File: src/oes_pkg.sv
// package for the optical exposure sequencer and sample fifo
package oes_pkg;
    // ==========================================================
    // register map
    localparam logic [7:0] OES_ADDR_SLOTS_12 = 8'h20;
    localparam logic [7:0] OES_ADDR_SLOTS_34 = 8'h21;
    localparam logic [7:0] OES_ADDR_SLOTS_56 = 8'h22;
    localparam logic [7:0] OES_SLOT_REG_RST  = 8'h00;
    localparam int         OES_NUM_SLOTS     = 6;
    localparam int         OES_CODE_W        = 4;
    // ==========================================================
    // fifo word layout
    localparam int         OES_FIFO_DEPTH    = 128;
    localparam int         OES_DATA_W        = 19;
    localparam int         OES_TAG_W         = 5;
    localparam int         OES_WORD_W        = 24;
    localparam int         OES_TAG_LSB       = 19;
    localparam logic [4:0] OES_TAG_INVALID   = 5'h1e;
    localparam logic [4:0] OES_TAG_PF_BASE   = 5'h0d;
    localparam logic [4:0] OES_TAG_PF_LAST   = 5'h0f;
    // ==========================================================
    // slot codes
    localparam logic [3:0] OES_CODE_NONE     = 4'h0;
    localparam logic [3:0] OES_CODE_LED1     = 4'h1;
    localparam logic [3:0] OES_CODE_LED2     = 4'h2;
    localparam logic [3:0] OES_CODE_LED3     = 4'h3;
    localparam logic [3:0] OES_CODE_PILOT1   = 4'h8;
    localparam logic [3:0] OES_CODE_AMBIENT  = 4'h9;
    // ==========================================================
    // rates and settings
    localparam int         OES_CLK_MHZ       = 125;
    localparam int         OES_SR_MIN_SPS    = 8;
    localparam int         OES_SR_MAX_SPS    = 4096;
    localparam int         OES_LP_MAX_SPS    = 256;
    localparam int         OES_SYNC_SHORT_US = 5;
    localparam int         OES_SYNC_LONG_US  = 64;
    localparam int         OES_SYNC_SHORT_CYC = OES_SYNC_SHORT_US * OES_CLK_MHZ;
    localparam int         OES_SYNC_LONG_CYC  = OES_SYNC_LONG_US * OES_CLK_MHZ;
    localparam logic [1:0] OES_GP_SYNC_SHORT = 2'h2;
    localparam logic [1:0] OES_GP_SYNC_LONG  = 2'h1;
    localparam logic [1:0] OES_GP_OUTPUT     = 2'h3;

    typedef enum logic [1:0] {
        OES_IDLE = 2'b00,
        OES_EXPO = 2'b01,
        OES_WAIT = 2'b10
    } oes_state_t;
endpackage

File: src/oes_top.sv
// exposure slot sequencer with tagged 128-word sample fifo
// Functional notes
// - fifo holds up to 128 samples
// - entries are three bytes with 5-bit tag
// - tag names the producing exposure slot
// - samples pushed in enabled slot order
// - slots stepped ascending, first to sixth
// - first zero slot code ends sequence
// - slot nibbles in three byte registers, reset zero
// - results carry 19 data bits
// - sample rate programmable 8 to 4096 sps
// - low power allowed only at 256 sps or less
// - led drivers: 8-bit code, four ranges
// - pulse width programmable 14.8 to 117.3 us
// - regulator enable low means shutdown
// - gp pin output is open-drain active low
// - decode led, pilot, ambient slot codes
// - normal tags 00001 to 00110 on top bits
// - empty read returns tag 11110
// - picket fence in slots 1 to 3 pushes predicted value, own tag
module oes_top
    import oes_pkg::*;
#(
    // clocks per sample period at the fastest rate
    parameter int SR_CYCLES = OES_CLK_MHZ * 1000000 / OES_SR_MAX_SPS
) (
    input  wire logic                   I_CLK,         // 125 MHz clock
    input  wire logic                   I_SYS_RST,     // sync reset, high
    input  wire logic                   I_CE,          // clock enable
    input  wire logic                   I_REG_WR,      // register write
    input  wire logic [7:0]             I_REG_ADDR,    // register address
    input  wire logic [7:0]             I_REG_WDATA,   // write data
    output logic      [7:0]             O_REG_RDATA,   // read data
    input  wire logic [3:0]             I_SR_SEL,      // rate: 8<<sel sps
    input  wire logic                   I_LOW_POWER,   // low power request
    input  wire logic [1:0]             I_GP_MODE,     // gp pin function
    input  wire logic                   I_GP_OUT_ASSERT, // gp out active
    input  wire logic                   I_GP_IN,       // gp pin level
    output logic                        O_GP_OE,       // gp pin pull low
    output logic                        O_GP_OUT,      // gp pin data
    input  wire logic                   I_REGULATOR_ENABLE_PIN, // pin
    output logic                        O_REGULATOR_ON, // regulator on
    output logic                        O_LOW_POWER_ACTIVE, // powered down
    output logic                        O_EXPO_REQ,    // exposure start
    output logic [3:0]                  O_EXPO_CODE,   // slot code
    output logic [1:0]                  O_EXPO_LED,    // 0 none, 1..3 led
    output logic                        O_EXPO_PILOT,  // pilot exposure
    input  wire logic                   I_CONV_VALID,  // conversion done
    input  wire logic [OES_DATA_W-1:0]  I_CONV_DATA,   // measured sample
    input  wire logic                   I_CONV_PF,     // picket fence hit
    input  wire logic [OES_DATA_W-1:0]  I_CONV_PRED,   // predicted sample
    input  wire logic                   I_FIFO_RD,     // pop a word
    output logic [OES_WORD_W-1:0]       O_FIFO_WORD,   // popped word
    output logic                        O_FIFO_WORD_VALID, // word strobe
    output logic [7:0]                  O_FIFO_COUNT,  // stored words
    input  wire logic [7:0]             I_LED_CODE_1,  // led 1 current code
    input  wire logic [7:0]             I_LED_CODE_2,  // led 2 current code
    input  wire logic [7:0]             I_LED_CODE_3,  // led 3 current code
    input  wire logic [1:0]             I_LED_RANGE_1, // led 1 full scale
    input  wire logic [1:0]             I_LED_RANGE_2, // led 2 full scale
    input  wire logic [1:0]             I_LED_RANGE_3, // led 3 full scale
    input  wire logic [1:0]             I_PULSE_WIDTH, // exposure width
    output logic [7:0]                  O_EXPO_CURRENT, // led current code
    output logic [1:0]                  O_EXPO_RANGE,  // led full scale
    output logic [1:0]                  O_EXPO_WIDTH   // exposure width
);
    import oes_pkg::*;

    // ==========================================================
    // registers
    logic [7:0] slots_reg [3];
    wire        sel_12 = I_REG_ADDR == OES_ADDR_SLOTS_12;
    wire        sel_34 = I_REG_ADDR == OES_ADDR_SLOTS_34;
    wire        sel_56 = I_REG_ADDR == OES_ADDR_SLOTS_56;
    wire  [7:0] rd_mux = sel_12 ? slots_reg[0] : sel_34 ? slots_reg[1] :
                         sel_56 ? slots_reg[2] : 8'h00;
    wire  [3:0] code [OES_NUM_SLOTS];
    genvar g;
    generate
        for (g = 0; g < OES_NUM_SLOTS; g++) begin : g_code
            assign code[g] = (g % 2 == 0) ? slots_reg[g/2][3:0]
                                          : slots_reg[g/2][7:4];
        end
    endgenerate

    // ==========================================================
    // pin synchronisers: three stages, change once last two agree
    logic [2:0] gp_sync_reg, en_sync_reg;
    logic       gp_lvl_reg, en_lvl_reg;
    wire        gp_lvl_next = (gp_sync_reg[1] == gp_sync_reg[2])
                              ? gp_sync_reg[2] : gp_lvl_reg;
    wire        en_lvl_next = (en_sync_reg[1] == en_sync_reg[2])
                              ? en_sync_reg[2] : en_lvl_reg;
    wire        shutdown = ~en_lvl_reg;

    // ==========================================================
    // external sync: low pulse must meet the mode's least width
    logic [13:0] low_cnt_reg;
    logic        sync_fired_reg;
    wire  [13:0] sync_min = (I_GP_MODE == OES_GP_SYNC_SHORT)
                            ? 14'(OES_SYNC_SHORT_CYC)
                            : 14'(OES_SYNC_LONG_CYC);
    wire         sync_mode = (I_GP_MODE == OES_GP_SYNC_SHORT) ||
                             (I_GP_MODE == OES_GP_SYNC_LONG);
    wire         sync_hit = sync_mode && !gp_lvl_reg && !sync_fired_reg &&
                            (low_cnt_reg >= sync_min - 14'd1);

    // ==========================================================
    // sample period timer
    function automatic logic [31:0] period_of(input logic [3:0] sel);
        // sel 0 = 8 sps ... sel 9 = 4096 sps; larger sel held at 9
        period_of = 32'(SR_CYCLES) << (4'd9 - ((sel > 4'd9) ? 4'd9 : sel));
    endfunction
    logic [31:0] tmr_reg;
    wire  [31:0] period = period_of(I_SR_SEL);
    wire         tick = sync_mode ? sync_hit : (tmr_reg == 32'd0);
    // low power only honoured at 256 sps or slower
    wire         lp_ok = I_SR_SEL <= 4'd5;

    // ==========================================================
    // slot sequencer
    oes_state_t  st_reg, st_next;
    logic [2:0]  slot_reg;
    wire  [3:0]  cur_code = code[slot_reg];
    wire         last_slot = (slot_reg == 3'(OES_NUM_SLOTS - 1)) ||
                             (code[slot_reg + 3'd1] == OES_CODE_NONE);
    always_comb begin
        st_next = st_reg;
        case (st_reg)
            OES_IDLE: if (tick && code[0] != OES_CODE_NONE) begin
                st_next = OES_EXPO;
            end
            OES_EXPO: st_next = OES_WAIT;
            OES_WAIT: if (I_CONV_VALID) begin
                st_next = last_slot ? OES_IDLE : OES_EXPO;
            end
            default: st_next = OES_IDLE;
        endcase
    end

    // ==========================================================
    // fifo
    logic [OES_WORD_W-1:0] mem [OES_FIFO_DEPTH];
    logic [6:0]            wp_reg, rp_reg;
    logic [7:0]            cnt_reg;
    wire  [4:0] tag_norm = {2'b00, slot_reg} + 5'd1;
    wire        pf_ok    = I_CONV_PF && slot_reg < 3'd3;
    wire  [4:0] tag      = pf_ok ? OES_TAG_PF_BASE + {2'b00, slot_reg}
                                 : tag_norm;
    wire  [OES_DATA_W-1:0] dat = pf_ok ? I_CONV_PRED : I_CONV_DATA;
    wire        push  = st_reg == OES_WAIT && I_CONV_VALID &&
                        cnt_reg != 8'(OES_FIFO_DEPTH);
    wire        pop   = I_FIFO_RD && cnt_reg != 8'd0;
    wire  [OES_WORD_W-1:0] wr_word = {tag, dat};

    always_ff @(posedge I_CLK) begin
        if (I_SYS_RST) begin
            slots_reg[0] <= OES_SLOT_REG_RST;
            slots_reg[1] <= OES_SLOT_REG_RST;
            slots_reg[2] <= OES_SLOT_REG_RST;
            O_REG_RDATA  <= 8'h00;
        end else if (I_CE) begin
            if (I_REG_WR && sel_12) slots_reg[0] <= I_REG_WDATA;
            if (I_REG_WR && sel_34) slots_reg[1] <= I_REG_WDATA;
            if (I_REG_WR && sel_56) slots_reg[2] <= I_REG_WDATA;
            O_REG_RDATA <= rd_mux;
        end
    end

    always_ff @(posedge I_CLK) begin
        if (I_SYS_RST) begin
            gp_sync_reg <= 3'b111;
            en_sync_reg <= 3'b000;
            gp_lvl_reg  <= 1'b1;
            en_lvl_reg  <= 1'b0;
        end else if (I_CE) begin
            gp_sync_reg <= {gp_sync_reg[1:0], I_GP_IN};
            en_sync_reg <= {en_sync_reg[1:0], I_REGULATOR_ENABLE_PIN};
            gp_lvl_reg  <= gp_lvl_next;
            en_lvl_reg  <= en_lvl_next;
        end
    end

    always_ff @(posedge I_CLK) begin
        if (I_SYS_RST) begin
            low_cnt_reg    <= 14'd0;
            sync_fired_reg <= 1'b0;
            tmr_reg        <= 32'd0;
        end else if (I_CE) begin
            low_cnt_reg    <= gp_lvl_reg ? 14'd0
                            : (low_cnt_reg == 14'h3fff ? low_cnt_reg
                                                       : low_cnt_reg + 14'd1);
            sync_fired_reg <= gp_lvl_reg ? 1'b0 : (sync_fired_reg | sync_hit);
            tmr_reg        <= (tmr_reg == 32'd0) ? period - 32'd1
                                                 : tmr_reg - 32'd1;
        end
    end

    // shutdown holds the sequencer and empties the fifo
    always_ff @(posedge I_CLK) begin
        if (I_SYS_RST || (I_CE && shutdown)) begin
            st_reg   <= OES_IDLE;
            slot_reg <= 3'd0;
            wp_reg   <= 7'd0;
            rp_reg   <= 7'd0;
            cnt_reg  <= 8'd0;
            O_FIFO_WORD       <= 24'h000000;
            O_FIFO_WORD_VALID <= 1'b0;
        end else if (I_CE) begin
            st_reg <= st_next;
            if (st_reg == OES_IDLE) slot_reg <= 3'd0;
            else if (st_reg == OES_WAIT && I_CONV_VALID)
                slot_reg <= slot_reg + 3'd1;
            if (push) begin
                mem[wp_reg] <= wr_word;
                wp_reg <= wp_reg + 7'd1;
            end
            if (pop) rp_reg <= rp_reg + 7'd1;
            cnt_reg <= cnt_reg + 8'(push) - 8'(pop);
            O_FIFO_WORD_VALID <= I_FIFO_RD;
            if (I_FIFO_RD)
                O_FIFO_WORD <= pop ? mem[rp_reg]
                             : {OES_TAG_INVALID, 19'h00000};
        end
    end

    // ==========================================================
    // outputs
    assign O_EXPO_REQ   = st_reg == OES_EXPO;
    assign O_EXPO_CODE  = st_reg == OES_IDLE ? OES_CODE_NONE : cur_code;
    assign O_EXPO_LED   = (cur_code == OES_CODE_LED1 ||
                           cur_code == OES_CODE_PILOT1) ? 2'd1 :
                          (cur_code == OES_CODE_LED2) ? 2'd2 :
                          (cur_code == OES_CODE_LED3) ? 2'd3 : 2'd0;
    assign O_EXPO_PILOT = cur_code == OES_CODE_PILOT1;
    assign O_FIFO_COUNT = cnt_reg;
    assign O_REGULATOR_ON = en_lvl_reg;
    assign O_LOW_POWER_ACTIVE = I_LOW_POWER && lp_ok && st_reg == OES_IDLE;
    // open drain: only ever pulls low
    assign O_GP_OUT = 1'b0;
    assign O_GP_OE  = (I_GP_MODE == OES_GP_OUTPUT) && I_GP_OUT_ASSERT;
    // current and range follow the led the slot picks, ambient drives none; width follows I_PULSE_WIDTH in every slot
    // range 0..3 selects 31, 62, 94 or 124 mA full scale
    assign O_EXPO_CURRENT = (O_EXPO_LED == 2'd1) ? I_LED_CODE_1 :
                            (O_EXPO_LED == 2'd2) ? I_LED_CODE_2 :
                            (O_EXPO_LED == 2'd3) ? I_LED_CODE_3 :
                            8'h00;
    assign O_EXPO_RANGE   = (O_EXPO_LED == 2'd1) ? I_LED_RANGE_1 :
                            (O_EXPO_LED == 2'd2) ? I_LED_RANGE_2 :
                            (O_EXPO_LED == 2'd3) ? I_LED_RANGE_3 :
                            2'd0;
    assign O_EXPO_WIDTH   = st_reg == OES_IDLE ? 2'd0
                                               : I_PULSE_WIDTH;
endmodule

File: config.mk
export PLATFORM = sky130hd
export DESIGN_NAME = oes_top
export DESIGN_NICKNAME = d
export VERILOG_FILES = /design/src/oes_pkg.sv /design/src/oes_top.sv
export SDC_FILE = /design/constraint.sdc
export NUM_CORES = 2
export LEC_CHECK = 0
export ABC_AREA = 1
export BUFFER_PORTS_ARGS = -buffer_cell sky130_fd_sc_hd__buf_2
export CORE_MARGIN = 1.5
export CORE_UTILIZATION = 45
export DETAILED_ROUTE_END_ITERATION = 10
export GPL_ROUTABILITY_DRIVEN = 0
export SLEW_MARGIN = 20
export SYNTH_ARGS = -nofsm -noshare
export SYNTH_HDL_FRONTEND = slang
export SYNTH_SLANG_ARGS = --single-unit
File: constraint.sdc
create_clock -name I_CLK -period 16.25 [get_ports I_CLK]
set_input_delay 3.25 -clock I_CLK [delete_from_list [all_inputs] [get_ports I_CLK]]
set_output_delay 3.25 -clock I_CLK [all_outputs]
set_load 0.01 [all_outputs]
== Word-level counts from Yosys, hierarchy flattened ==
Memories as Yosys holds them, arrays and structs flattened. A register that Yosys moved wholly into a read port is not among the register bits.
Index checks and enable logic that the tools add are counted.

* Reduce and logical (&&, ||, !) cells: 35
* Bitwise gates (word level): 7
* Muxes and demuxes: 59
* Shift operators: 1
* Equality and inequality tests: 23
* Magnitude comparators: 6
* Add/sub/neg operators: 12

{| class="wikitable"
|+ Operator list
! operator !! count
|-
| 8-bit two-way mux || 9
|-
| 32-bit by 1-bit subtractor with 32-bit output (second input constant) || 2
|-
| 32-bit zero test || 1
|-
| 32-bit two-way mux || 1
|-
| 15-bit by 4-bit left shift with 32-bit output (first input constant) || 1
|-
| 14-bit two-way mux || 2
|-
| 4-bit binary-select mux with 3-bit select || 2
|-
| 8-bit by 6-bit equality test with 1-bit output (second input constant) || 3
|-
| 24-bit two-way mux || 1
|-
| 4-bit two-way mux || 6
|-
| 1-bit two-way mux || 21
|-
| 19-bit two-way mux || 1
|-
| 2-bit two-way mux || 9
|-
| 1-bit logical AND || 15
|-
| 14-bit by 1-bit adder with 14-bit output (second input constant) || 1
|-
| 7-bit by 1-bit adder with 7-bit output (second input constant) || 2
|-
| 14-bit equality test (second input constant) || 1
|-
| 14-bit >= comparator || 1
|-
| 7-bit two-way mux || 2
|-
| 2-bit AND reduction || 7
|-
| 13-bit by 1-bit subtractor with 14-bit output (second input constant) || 1
|-
| 13-bit two-way mux || 1
|-
| 2-bit equality test (second input constant) || 5
|-
| 8-bit by 1-bit adder with 8-bit output || 1
|-
| 31 further kinds || 47
|}

* Bits in registers: 115
* Memory bits (writable): 3096
* Memories: 2
* Word-level logic and storage cells: 160
* Output and inout bits: 65

{| class="wikitable"
|+ Memories
! memory !! words !! bits a word !! read ports !! clocked after Yosys merged registers in !! write ports !! RTL line !! source
|-
| mem || 128 || 24 || 1 || 1 || 1 || oes_top.sv:143 || <nowiki>logic [OES_WORD_W-1:0] mem [OES_FIFO_DEPTH];</nowiki>
|-
| slots_reg || 3 || 8 || 3 || 0 || 3 || oes_top.sv:71 || <nowiki>logic [7:0] slots_reg [3];</nowiki>
|}

== Logic depth before layout (Yosys ltp) ==
* Depth after elaboration: 12
* Depth in mapped cells: 22
* Gate-level depth less buffers: 21

== Worst setup path after synthesis ==
Ideal clock, no wire load.

* Path kind: input-to-reg
* From: in I_CONV_PF
* To: mem mem[0][21], data pin
* Arrival: 7081 ps
* Slack: 8303 ps
* Stages on the path: 3
* Setup time: 865 ps
* Required time: 15385 ps
* Path buffers: 1
* Cell sequence: nand3_1 > buf_1 > xor2_1

* Word-level cells in the longest chain between the ends: 2

{| class="wikitable"
|+ Ends and longest elaborated chain
! element !! RTL line !! source
|-
| from (decl) || oes_top.sv:50 || <nowiki>input wire logic I_CONV_PF,</nowiki>
|-
| 1-bit logical AND || oes_top.sv:147 || <nowiki>wire pf_ok = I_CONV_PF && slot_reg < 3'd3;</nowiki>
|-
| 5-bit two-way mux || oes_top.sv:148 || <nowiki>wire [4:0] tag = pf_ok ? OES_TAG_PF_BASE + {2'b00, slot_reg}</nowiki>
|-
| named net tag[2] || oes_top.sv:148 ||
|-
| to (decl) || oes_top.sv:143 ||
|}

The timed path passes the listed nets, and every way through them passes these cells.

== Final worst setup path ==
* From: reg slot_reg[0]
* To: out O_EXPO_CURRENT[3]

* Word-level cells in the longest chain between the ends: 12

{| class="wikitable"
|+ Ends and longest elaborated chain
! element !! RTL line !! source
|-
| from (decl) || oes_top.sv:123 || <nowiki>logic [2:0] slot_reg;</nowiki>
|-
| from (signal assigned) || oes_top.sv:213 || <nowiki>slot_reg <= slot_reg + 3'd1;</nowiki>
|-
| 3-bit inverter with 4-bit output (not written as such) * || oes_top.sv:124 || <nowiki>wire [3:0] cur_code = code[slot_reg];</nowiki>
|-
| 4-bit binary-select mux with 3-bit select * || oes_top.sv:124 ||
|-
| 4-bit two-way mux (not written as such) * (2 in a row) || oes_top.sv:124 ||
|-
| 4-bit by 2-bit equality test with 1-bit output || oes_top.sv:234 || <nowiki>(cur_code == OES_CODE_LED3) ? 2'd3 : 2'd0;</nowiki>
|-
| 2-bit two-way mux || oes_top.sv:234 ||
|-
| 2-bit two-way mux || oes_top.sv:233 || <nowiki>(cur_code == OES_CODE_LED2) ? 2'd2 :</nowiki>
|-
| 2-bit two-way mux * || oes_top.sv:232 || <nowiki>cur_code == OES_CODE_PILOT1) ? 2'd1 :</nowiki>
|-
| 2-bit equality test || oes_top.sv:246 || <nowiki>(O_EXPO_LED == 2'd3) ? I_LED_CODE_3 :</nowiki>
|-
| 8-bit two-way mux || oes_top.sv:246 ||
|-
| 8-bit two-way mux || oes_top.sv:245 || <nowiki>(O_EXPO_LED == 2'd2) ? I_LED_CODE_2 :</nowiki>
|-
| 8-bit two-way mux * || oes_top.sv:244 || <nowiki>assign O_EXPO_CURRENT = (O_EXPO_LED == 2'd1) ? I_LED_CODE_1 :</nowiki>
|-
| to (decl) || oes_top.sv:63 || <nowiki>output logic [7:0] O_EXPO_CURRENT,</nowiki>
|}

Every way passes the cells marked *; elsewhere a longest branch is shown, timed or not. The select of a mux whose other input is x is not followed.

==> impl_metrics.py <==
metrics = {
    "run_status": {
        "outcome": "finished, final reports clean",
    },
    "power_and_ir_drop": {
        "power_mw": 17.7,
        "leakagePower_nw": 49.3,
        "powerDensity_nw_per_um2": 121,
        "max-vdd-ir-drop_uv": 86.7,
    },
    "global_route": {
        "grt_pass1_wl_mm": 564,
        "grt_max_degree": 195,
        "grt_antenna_before_repair": 14,
        "grt-ovfl-total": 0,
        "grt_pass1_vias": 82600,
        "gr-usage-all-layers_pct": 26.1,
    },
    "timing": {
        "timing.fmax_mhz": 133,
        "slew_viol_final": 0,
        "post-route-period-util_pct": 46.4,
        "setup_tns_ps": 0,
        "worst_slew_pin_slew_ps": 1170,
        "slew_headroom_pct": 22.0,
        "finClkSkew_ps": 48.1,
        "whs_ps": 462,
        "timing.final.hold_violations": 0,
        "period_needed_ps": 7540,
        "rsz0062_at_grt": "no",
        "setup_viol": 0,
    },
    "worst_setup_path": {
        "crit_fanout": 88,
        "critPathMaxStageDelay_ps": 840,
        "cp_top_family": "simple AND/OR/NAND/NOR gates",
        "cpMaxStageDelayCell": "dfxtp_1",
        "path_buf_inv": 2,
        "critical_path.endpoint_type": "output port",
        "arrival_ps": 4290,
        "path_cells": "inv_6, or2_2, a32o_1, nor2_1, nand3_1, o22ai_1, o21bai_1, buf_2",
        "crit_required_ps": 13000,
        "cp-start-kind": "flop",
        "critical_path_class": "flop to output port",
    },
    "placement": {
        "dp.cells": 14100,
        "portBuffers": 166,
        "dp_hpwl_mm": 221,
    },
    "logic_synthesis": {
        "ys_seq_elements": 3218,
        "synthFlopType": "edfxtp_1",
        "synth.area.top_cells": "edfxtp_1, o21ai_0, nor2_1, o22ai_1, nand2_1",
        "yosysSeqAreaShare_pct": 73.0,
        "synth_top_area_share_pct": 71.2,
        "synth_edf_count": 3096,
        "syn-num-nets": 10800,
        "synth-async-reset-ratio_pct": 0,
        "avgSynthCellArea_um2": 12.2,
        "ys_types": 66,
        "postSynthCellCount": 10700,
        "synth_warnings": 0,
        "syn_area_um2": 131000,
        "yosysTopAreaCell": "edfxtp_1",
    },
    "die": {
        "start_util_pct": 45.3,
        "coreArea_um2": 288000,
        "placementRows": 197,
        "fp.dieW_um": 542,
        "design.die.area_um2": 294000,
        "die_h_um": 542,
        "ioPinCount": 168,
    },
    "routing": {
        "antenna_left": 0,
        "drc": 0,
        "drt-pass1-iter-count": 6,
        "avgRoutedWirePerCell_um": 26.6,
        "viasPerCell": 5.97,
        "vias": 87900,
        "drt_wl_total_mm": 391,
        "drt_first_iter_violations": 11700,
    },
    "clock_tree": {
        "clkSinkCount": 3218,
        "clkTransAtPathRegs_ps": 60,
        "cts_tree": "yes",
        "ctsResizeCount": 0,
        "clockBufferDepth": 4,
        "numCtsBuffers": 339,
        "postCtsSetupBuffers": 0,
        "cts-root-buf": "clkbuf_16",
        "hold_buffers": 0,
        "clk_latency_ps": 1010,
        "htreeDepth": 5,
    },
    "hold_path": {
        "hp-class": "flop to flop",
    },
    "job": {
        "maxCapViolations": 0,
    },
    "final_layout": {
        "nets": 10800,
        "largest_register_ff_count": 3072,
        "final_core_util_pct": 50.6,
        "syn_to_final_growth_pct": 11.8,
        "final_cells": 14700,
        "drive_above_1_share_pct": 10.1,
    },
}
-- final timing paths --
path                                     from                            to  slack [ps]  cells after the start
setup reg to reg                         flop  O_FIFO_WORD[21]$_SDFFE_PP0P_        9970                     17
hold / removal    gp_sync_reg[1]$_SDFFE_PP1P_   gp_sync_reg[1]$_SDFFE_PP1P_         460                      2
hold reg to reg   gp_sync_reg[1]$_SDFFE_PP1P_   gp_sync_reg[1]$_SDFFE_PP1P_         460                      2
setup / recovery     slot_reg[0]$_SDFFE_PP0P_             O_EXPO_CURRENT[3]        8710                      8
-- layer usage --
metal / vias to the layer above / share of wire, % / GRT usage [%]
met5: - / 0.0066 / 0
met4: 4 / 4.3 / 10.7
met3: 672 / 9.5 / 4.80
met2: 4471 / 46 / 40.9
met1: 43800 / 40 / 35.9
li1: 38900 / - / -
-- worst min-delay path: stages, from the launching register on --
cell,delay (ps)
dfxtp_1,330
nand2_1,50
nand3_1,50
-- through the flow --
| stage | setup slack, ps | cell area (um^2) |
|---|---|---|
| detailed placement | 8250 | 135000 |
| finish | 8710 | 146000 |
| floorplan | 8300 | 131000 |
| global placement | 8360 | 135000 |
| CTS | 8760 | 146000 |
| global route | 8430 | 146000 |
-- where the power goes --
group | switching (mW) | internal, mW
clock network | 3.13 | 4.47
logic | 0.727 | 0.210
registers | 0.0154 | 9.15
total | 3.87 | 13.8
-- synthesized netlist by cell type (3+ instances only) --
library cell,count
edfxtp_1,3096
nor2_1,1889
o21ai_0,1619
nand2_1,1072
o22ai_1,752
nand3_1,715
clkbuf_1,445
inv_1,222
a21oi_1,125
buf_2,124
dfxtp_1,122
buf_6,74
buf_1,43
o21ai_1,40
buf_4,39
ha_1,39
o211ai_1,32
o221ai_1,29
nor3_1,23
mux2_2,19
nand2_2,19
nand4_1,16
xor2_1,12
inv_2,11
o21bai_1,10
nor2_2,8
or2_2,7
nor2_4,6
clkinv_1,4
nand2_4,4
nand3_2,4
a211oi_1,3
a21oi_4,3
a31oi_1,3
nor4_1,3
-- cell type report --
type                       instances  area, um^2
timing repair buffer             392        2670
tap                             3781        4730
clock buffer                     416        9030
clock inverter                   173        1700
fill                           24600      142000
multi-input combinational       6487       31500
sequential                      3218       95400
antenna                            7        17.5
inverter                         240         956
-- cell usage in the layout (no fill, tap or decap), drive strengths merged, types with 34 or more instances in the layout --
| cell type | count |
|---|---|
| o22ai | 752 |
| buf | 392 |
| nor2 | 1903 |
| dfxtp | 122 |
| a21oi | 130 |
| clkinv | 128 |
| bufinv | 34 |
| nand3 | 719 |
| edfxtp | 3096 |
| ha | 39 |
| o21ai | 1660 |
| nand2 | 1095 |
| inv | 238 |
| clkbuf | 416 |
-- cell families (layout without fill, tap and decap cells) --
family                   after synthesis  in the layout  share of synthesized area, %
AO/OA/AOI/OAI                       2636           2636                          11.1
other                                  1              8                       0.00287
AND/OR/NAND/NOR                     3776           3776                          11.8
flip-flops                          3218           3218                          73.0
XOR/XNOR                              14             14                        0.0939
adder cells (fa/ha/maj)               40             40                         0.389
buffers and inverters                968           1221                          3.47
multiplexers                          20             20                         0.171
No activity file was read; power rests on OpenSTA's default activity.
